===== config.mk =====
export PLATFORM = sky130hd
export DESIGN_NAME = watch_and_interval_timers
export DESIGN_NICKNAME = d
export VERILOG_FILES = /design/src/watch_pkg.sv /design/src/watch_and_interval_timers.sv /design/src/prescaler_interval_timer.sv
export SDC_FILE = /design/constraint.sdc
export NUM_CORES = 1
export LEC_CHECK = 0
export ABC_AREA = 1
export BUFFER_PORTS_ARGS = -buffer_cell sky130_fd_sc_hd__buf_2
export CAP_MARGIN = 25
export CORE_ASPECT_RATIO = 1.2
export CORE_MARGIN = 5
export CORE_UTILIZATION = 53
export DETAILED_ROUTE_END_ITERATION = 6
export PLACE_DENSITY = 0.74
export SLEW_MARGIN = 0
export SYNTH_ARGS = -nofsm -noshare
export SYNTH_HDL_FRONTEND = slang
export SYNTH_SLANG_ARGS = --single-unit
export TNS_END_PERCENT = 100

===== constraint.sdc =====
create_clock -name ref_clk -period 1.9 [get_ports ref_clk]
set_clock_uncertainty 0.15 [all_clocks]
set_input_delay 0.19 -clock ref_clk [delete_from_list [all_inputs] [get_ports ref_clk]]
set_output_delay 0.19 -clock ref_clk [all_outputs]
set_load 0.02 [all_outputs]

===== src/watch_pkg.sv =====
// Purpose: shared constants for the watch and interval timers, plus the prescaler interval timer
// Assumes: ref_clk at 10 MHz, subclock arrives as a one-cycle tick synchronous to ref_clk
// Notes:   the prescaler is instantiated by watch_and_interval_timers

// ----------------------------------------------------------------------------
// constants
// ----------------------------------------------------------------------------
package watch_pkg;
  localparam int          REF_HZ            = 10000000;
  localparam int          SUB_HZ            = 32768;
  localparam int          WATCH_PERIOD_MS   = 500;
  localparam int          WATCH_QUARTER_MS  = 250;
  localparam int          FIRST_MAX_US      = 515625;
  localparam int          SLIP_US           = 15625;
  // source ticks per watch period, derived from the subclock rate
  localparam int          WATCH_TICKS       = SUB_HZ * WATCH_PERIOD_MS / 1000;
  localparam int          QUARTER_TICKS     = SUB_HZ * WATCH_QUARTER_MS / 1000;
  localparam int          SLIP_TICKS        = SUB_HZ / 1000 * SLIP_US / 1000 + 1;
  localparam int          CHAIN_W           = 9;
  localparam int          WATCH_CNT_W       = 5;
  localparam int          PRE_CNT_W         = 8;
  localparam int          PRE_DIV_W         = 3;
  localparam int          SEL_BASE          = 5;
  localparam logic [4:0]  WATCH_LAST_HALF   = 5'h1f;
  localparam logic [4:0]  WATCH_LAST_QUART  = 5'h0f;
  localparam logic [8:0]  CHAIN_RESET       = 9'h000;
  localparam logic [4:0]  WATCH_RESET       = 5'h00;
  localparam logic [7:0]  PRE_CNT_RESET     = 8'h00;
  localparam logic [2:0]  PRE_DIV_RESET     = 3'h0;

  typedef enum logic [2:0] {
    watch_idle     = 3'b001,
    watch_first    = 3'b010,
    watch_periodic = 3'b100
  } watch_state_type;

  // true when the low (n) bits of value are all ones; n = 0 always hits
  function automatic logic low_ones(input logic [15:0] value, input logic [4:0] n);
    logic [15:0] mask;
    mask = (16'h0001 << n) - 16'h0001;
    return (value & mask) == mask;
  endfunction
endpackage


===== src/watch_and_interval_timers.sv =====
// Purpose: watch timer with half-second interrupt and divided interval timer on a shared count chain
// Assumes: subclock arrives as sub_clk_tick, one ref_clk cycle wide; software keeps its own constraints
// Notes:   the shared 9-bit chain is phase-free to the watch start, which gives the first-interrupt latency

`timescale 1ns/1ps

module watch_and_interval_timers (
  // clock and reset
  input  wire logic        ref_clk,
  input  wire logic        rst,
  input  wire logic        clk_en,
  // subclock tick
  input  wire logic        sub_clk_tick,
  // watch mode bits
  input  wire logic        interval_run_bit,
  input  wire logic        watch_run_bit,
  input  wire logic        watch_config_low,
  input  wire logic        watch_config_high,
  input  wire logic [2:0]  interval_select,
  // prescaler mode bits
  input  wire logic        prescaler_count_enable,
  input  wire logic        prescaler_clock_sel_hi,
  input  wire logic        prescaler_clock_sel_lo,
  input  wire logic        tick_output_disable,
  input  wire logic [7:0]  prescaler_interval,
  // events and status
  output logic             watch_tick_irq,
  output logic             interval_tick_irq,
  output logic             prescaler_tick_out,
  output logic             watch_counting
);
  // --------------------------------------------------------------------------
  // prescaler interval timer
  // --------------------------------------------------------------------------
  logic pre_tick;

  prescaler_interval_timer u_prescaler (
    .ref_clk                (ref_clk),
    .rst                    (rst),
    .clk_en                 (clk_en),
    .prescaler_count_enable (prescaler_count_enable),
    .prescaler_clock_sel_hi (prescaler_clock_sel_hi),
    .prescaler_clock_sel_lo (prescaler_clock_sel_lo),
    .prescaler_interval     (prescaler_interval),
    .tick                   (pre_tick)
  );

  // --------------------------------------------------------------------------
  // shared count chain and divided interval timer
  // --------------------------------------------------------------------------
  // watch_config_low picks the subclock; otherwise the prescaler tick, which
  // software must hold near 32.768 kHz for a true half second
  logic                         src_tick;
  logic [watch_pkg::CHAIN_W-1:0] chain;
  logic [watch_pkg::CHAIN_W-1:0] next_chain;
  logic [15:0]                  div_count;
  logic [15:0]                  next_div_count;
  logic                         chain_carry;
  logic                         next_interval_irq;
  logic [4:0]                   sel_bits;

  // with the subclock selected the prescaler tick never reaches the chain
  assign src_tick = watch_config_low ? sub_clk_tick : pre_tick;

  always_comb begin
    next_chain        = chain;
    next_div_count    = div_count;
    next_interval_irq = 1'b0;
    chain_carry       = 1'b0;
    sel_bits          = 5'(interval_select) + 5'(watch_pkg::SEL_BASE);
    if (!interval_run_bit) begin
      // stopping the chain loses its phase, so a restart slips the watch
      next_chain     = watch_pkg::CHAIN_RESET;
      next_div_count = 16'h0000;
    end else if (src_tick) begin
      next_chain  = chain + 9'h001;
      chain_carry = (chain == 9'h1ff);
      // select may change on the fly; the running count is compared against the new width at once
      if (watch_pkg::low_ones(div_count, sel_bits)) begin
        next_interval_irq = 1'b1;
        next_div_count    = 16'h0000;
      end else begin
        next_div_count = div_count + 16'h0001;
      end
    end
  end

  always_ff @(posedge ref_clk or posedge rst) begin
    if (rst) begin
      chain             <= watch_pkg::CHAIN_RESET;
      div_count         <= 16'h0000;
      interval_tick_irq <= 1'b0;
    end else if (clk_en) begin
      chain             <= next_chain;
      div_count         <= next_div_count;
      interval_tick_irq <= next_interval_irq;
    end
  end

  // --------------------------------------------------------------------------
  // watch timer
  // --------------------------------------------------------------------------
  watch_pkg::watch_state_type        state;
  watch_pkg::watch_state_type        next_state;
  logic [watch_pkg::WATCH_CNT_W-1:0] watch_cnt;
  logic [watch_pkg::WATCH_CNT_W-1:0] next_watch_cnt;
  logic                              next_watch_irq;
  logic [watch_pkg::WATCH_CNT_W-1:0] watch_last;
  logic                              running;

  always_comb begin
    next_state     = state;
    next_watch_cnt = watch_cnt;
    next_watch_irq = 1'b0;
    running        = watch_run_bit && interval_run_bit;
    // the high config bit shortens the period to a quarter second
    watch_last     = watch_config_high ? watch_pkg::WATCH_LAST_QUART : watch_pkg::WATCH_LAST_HALF;
    case (state)
      watch_pkg::watch_idle: begin
        next_watch_cnt = watch_pkg::WATCH_RESET;
        if (running) begin
          next_state = watch_pkg::watch_first;
        end
      end
      watch_pkg::watch_first, watch_pkg::watch_periodic: begin
        if (!running) begin
          next_state     = watch_pkg::watch_idle;
          next_watch_cnt = watch_pkg::WATCH_RESET;
        end else if (chain_carry) begin
          // the first carry may come up to 512 ticks late, not later
          if (watch_cnt == watch_last) begin
            next_watch_cnt = watch_pkg::WATCH_RESET;
            next_watch_irq = 1'b1;
            next_state     = watch_pkg::watch_periodic;
          end else begin
            next_watch_cnt = watch_cnt + 5'h01;
          end
        end
      end
      default: begin
        next_state     = watch_pkg::watch_idle;
        next_watch_cnt = watch_pkg::WATCH_RESET;
      end
    endcase
  end

  always_ff @(posedge ref_clk or posedge rst) begin
    if (rst) begin
      state              <= watch_pkg::watch_idle;
      watch_cnt          <= watch_pkg::WATCH_RESET;
      watch_tick_irq     <= 1'b0;
      watch_counting     <= 1'b0;
      prescaler_tick_out <= 1'b0;
    end else if (clk_en) begin
      state              <= next_state;
      watch_cnt          <= next_watch_cnt;
      watch_tick_irq     <= next_watch_irq;
      watch_counting     <= (next_state != watch_pkg::watch_idle);
      prescaler_tick_out <= pre_tick && !tick_output_disable;
    end
  end
endmodule


===== src/prescaler_interval_timer.sv =====
// Purpose: prescaler interval timer, an 8-bit compare counter behind a power-of-two clock divider
// Assumes: clock select and tick-output-disable are stable while count enable is high
// Notes:   tick period is (interval + 1) divided ref_clk periods

`timescale 1ns/1ps

module prescaler_interval_timer (
  // clock and reset
  input  wire logic        ref_clk,
  input  wire logic        rst,
  input  wire logic        clk_en,
  // control
  input  wire logic        prescaler_count_enable,
  input  wire logic        prescaler_clock_sel_hi,
  input  wire logic        prescaler_clock_sel_lo,
  input  wire logic [7:0]  prescaler_interval,
  // tick out
  output logic             tick
);
  logic [7:0] count;
  logic [7:0] next_count;
  logic [2:0] div;
  logic [2:0] next_div;
  logic       next_tick;
  logic       base_hit;

  always_comb begin
    next_count = count;
    next_div   = div + 3'h1;
    next_tick  = 1'b0;
    base_hit   = watch_pkg::low_ones({13'h0000, div}, {3'h0, prescaler_clock_sel_hi, prescaler_clock_sel_lo});
    if (!prescaler_count_enable) begin
      // clearing the enable drops the counter to zero at once
      next_count = watch_pkg::PRE_CNT_RESET;
      next_div   = watch_pkg::PRE_DIV_RESET;
    end else if (base_hit) begin
      if (count == prescaler_interval) begin
        next_count = watch_pkg::PRE_CNT_RESET;
        next_tick  = 1'b1;
      end else begin
        next_count = count + 8'h01;
      end
    end
  end

  always_ff @(posedge ref_clk or posedge rst) begin
    if (rst) begin
      count <= watch_pkg::PRE_CNT_RESET;
      div   <= watch_pkg::PRE_DIV_RESET;
      tick  <= 1'b0;
    end else if (clk_en) begin
      count <= next_count;
      div   <= next_div;
      tick  <= next_tick;
    end
  end
endmodule


==> summary.txt <==
Outcome
  • Status: finished clean

Finish
  • Ratio of cells with drive above 1 in the final layout: 18.49%
  • Commonest non-fill, non-tap cell in the layout: nand2_1
  • Fillers: between 400 and 500
  • Design area: 3252 um^2
  • Non-Filler Instances: 473
  • Commonest cells after routing, fill and taps aside: nand2_1 (96), dfrtp_1 (45), inv_1 (44), nor2_1 (26), buf_2 (26)
  • Area growth, synth to finish: 13.20%
  • Nets: roughly 440
  • Diode count: 0
  • Core Util, Final: 61.81%

Worst hold path
  • Worst hold start: watch_config_high
  • WHS Endpoint: watch_cnt[4]
  • HP Class: primary input to flip-flop
  • Worst Hold Depth: 4

Power
  • Pint: 1.530 mW
  • Clock power frac: 32.8%
  • Comb power frac: 15.4%
  • Seq pwr share: about half
  • Switching share of power: a little over a quarter
  • Power per cell area: 642.9 nW/um^2
  • Peak VDD IR: between 0.0005 and 0.0006 V
  • Overall power: 2.091 mW
  • Switching Power: 0.5612 mW
  • Static leakage: between 1.5 and 2 nW

Floorplanning
  • Floorplan core area: 5261 um^2
  • I/O pin cnt: 27
  • Initial Util: 54.60%
  • Core Rows: 29
  • Chip Width: 77.21 um
  • DIE AREA: 6999 um^2
  • Die Span Y: about 91 um

Synthesis
  • Post-synthesis sequential area ratio: approximately two fifths
  • Cells after synthesis: roughly 380
  • Cell variety after synth: 37
  • Synthesis Warnings: 0
  • Syn avg cell area: approximately 7.7 um^2
  • Mapped Area: 2873 um^2
  • Number of synthesized register bits: 46

Detailed routing
  • DRC marker count from the first detailed-route iteration: 74
  • Final ANT Viol Nets: 0
  • Routed via count: roughly 2400
  • Post-route DRC: 0
  • Max Used Layer: met4
  • Routed WL per cell: 12.08 um
  • DR WL met2: 2889 um
  • First drt pass iteration count: 4
  • Vias per inst: 5.140
  • WL met3: 219 um
  • Final WL: 5714 um
  • WL met1: 2459 um

Timing
  • Maximum clock rate: 540.3 MHz
  • # setup viols final: 0
  • RSZ-0062 raised after global routing: true
  • PnR worst setup slack: 0.04925 ns
  • TNS Setup: 0 ns
  • Slew Limit Fails: 0
  • Final min period: 1.851 ns
  • Final Hold Viols: 0
  • Final period util: 97.41%
  • Worst Hold Slack: roughly 0.045 ns

Worst setup path
  • Critical path class: flip-flop to flip-flop
  • Crit. End Element: flip-flop
  • R2R depth: 9
  • Launching point of the worst reg2reg path: chain[1]
  • Crit-path max FO: 5
  • Flop-to-flop setup slack: 0.05 ns
  • Worst setup SP type: flip-flop
  • Required @ worst endpoint: 1.97 ns
  • WP data arrival: slightly below 2 ns
  • RR Endpoint: watch_cnt[3]

Clock network
  • CTS tree: done
  • Worst skew pair latency: 0.30 ns
  • CTS clk-pin slew, worst paths: 0.08 ns
  • H-tree levels: 2
  • Root Driver: clkbuf_8
  • CTS buffer count: 5
  • Clk buf depth: 2
  • Clk sink count: 46

Global route
  • Antenna violations before repair: 0
  • GR Util All Layers: between 15 and 20%
  • Global-route wire length before repair: 9880 um
  • Largest net degree at the start of global routing: 27
  • GRT Residual Overflow: 0
  • Vias in the first global route: ~2300

Placement
  • I/O Buffers: 26
  • Placer Congestion: 0.8867
  • DP Cell Count: roughly 460
  • Placed Area: around 3100 um^2
  • Hpwl dp: 4454 um
  • DP Worst Slack: between 0.04 and 0.05 ns

Run
  • Max-cap viol count: 0
==> synthesized netlist by cell type (all sizes together) <==
cell type / number / area share (%)
a22o: 1 / 0.30
o31ai: 1 / 0.26
clkinv: 1 / 0.13
ha: 8 / 3.5
buf: 10 / 2.4
nand3: 27 / 4.9
xnor2: 9 / 2.7
dfrtp: 45 / 39
a21o: 1 / 0.26
nor2: 31 / 4.7
a21oi: 18 / 3.3
inv: 49 / 6.4
xor2: 12 / 3.7
o21a: 4 / 1.0
conb: 1 / 0.13
o21ai: 33 / 7.4
o211ai: 3 / 0.78
dfstp: 1 / 0.91
and2: 1 / 0.30
clkbuf: 1 / 0.13
nor3: 10 / 1.9
nor3b: 1 / 0.26
nand2: 99 / 14
nand4: 8 / 1.7
==> flip-flops by register name, indices dropped and copies added, names as in the netlist <==
register            cells
u_prescaler.tick        1
chain                   9
watch_tick_irq          1
u_prescaler.div         3
watch_counting          1
prescaler_tick_out      1
div_count              13
u_prescaler.count       8
watch_cnt               5
state                   3
interval_tick_irq       1
==> worst max-delay path, stage by stage, from the launching register on <==
cell	delay, ns
dfrtp_1	0.37
ha_2	0.19
nand4_1	0.11
nor2_1	0.13
ha_2	0.20
nand3_4	0.10
o21ai_4	0.22
buf_6	0.13
a21oi_1	0.05
nor2_1	0.13
==> per-layer routing <==
metal | GRT usage [%] | vias up
li1 | - | 1270
met1 | 19.39 | 1105
met2 | 29.78 | 44
met3 | 3.593 | 12
met4 | 7.593 | 0
met5 | 0 | -
==> power by group through the flow <==
stage | Sequential (mW) | Clock, mW | Combinational [mW]
finish | 1.08 | 0.686 | 0.322
global route | 1.09 | 0.750 | 0.366
CTS | 1.08 | 0.711 | 0.322
detailed placement | 1.10 | 0 | 0.317
global placement | 1.10 | 0 | 0.301
floorplan | 1.09 | 0 | 0.224
==> cell type report <==
type / instances / area [um^2] / share of cell area (%)
clock buffers: 8 / 110.1 / 3.386
inverters: 50 / 187.7 / 5.771
well taps: 62 / 77.57 / 2.386
repair buffers: 38 / 241.5 / 7.426
multi-input cells: 269 / 1483 / 45.59
flip-flops and latches: 46 / 1152 / 35.44
==> cell families (layout without fill, tap and decap cells) <==
family | after synthesis | in the layout | synth area share [%]
simple gates | 177 | 177 | 27.40
compound gates | 61 | 61 | 13.37
buf+inv | 61 | 96 | 9.102
flops | 46 | 46 | 40.11
other cells | 1 | 2 | 0.1305
xor+xnor | 21 | 21 | 6.403
fa+ha+maj | 8 | 8 | 3.484
==> timing repair <==
action / 4_1_cts / 5_1_grt
hold buffers: 2 / 0
endpoints found under the setup margin: 0 / 7
gates resized for setup: 0 / 8
setup buffers: 0 / 2
hold endpoints to repair: 21 / 0
==> how the worst max path moves through the flow <==
stage	startpoint	cells after the start	to	slack, ns
2_1_floorplan	chain[3]	10	watch_cnt[2]	0.1
3_3_place_gp	chain[1]	9	watch_cnt[2]	0.09
3_5_place_dp	chain[3]	10	watch_cnt[2]	0.04
4_1_cts	chain[3]	10	watch_cnt[3]	0.03
5_1_grt	chain[4]	10	watch_cnt[3]	-0.07
6_report	chain[1]	9	watch_cnt[3]	0.05
Power figures use the tool's default switching activity.
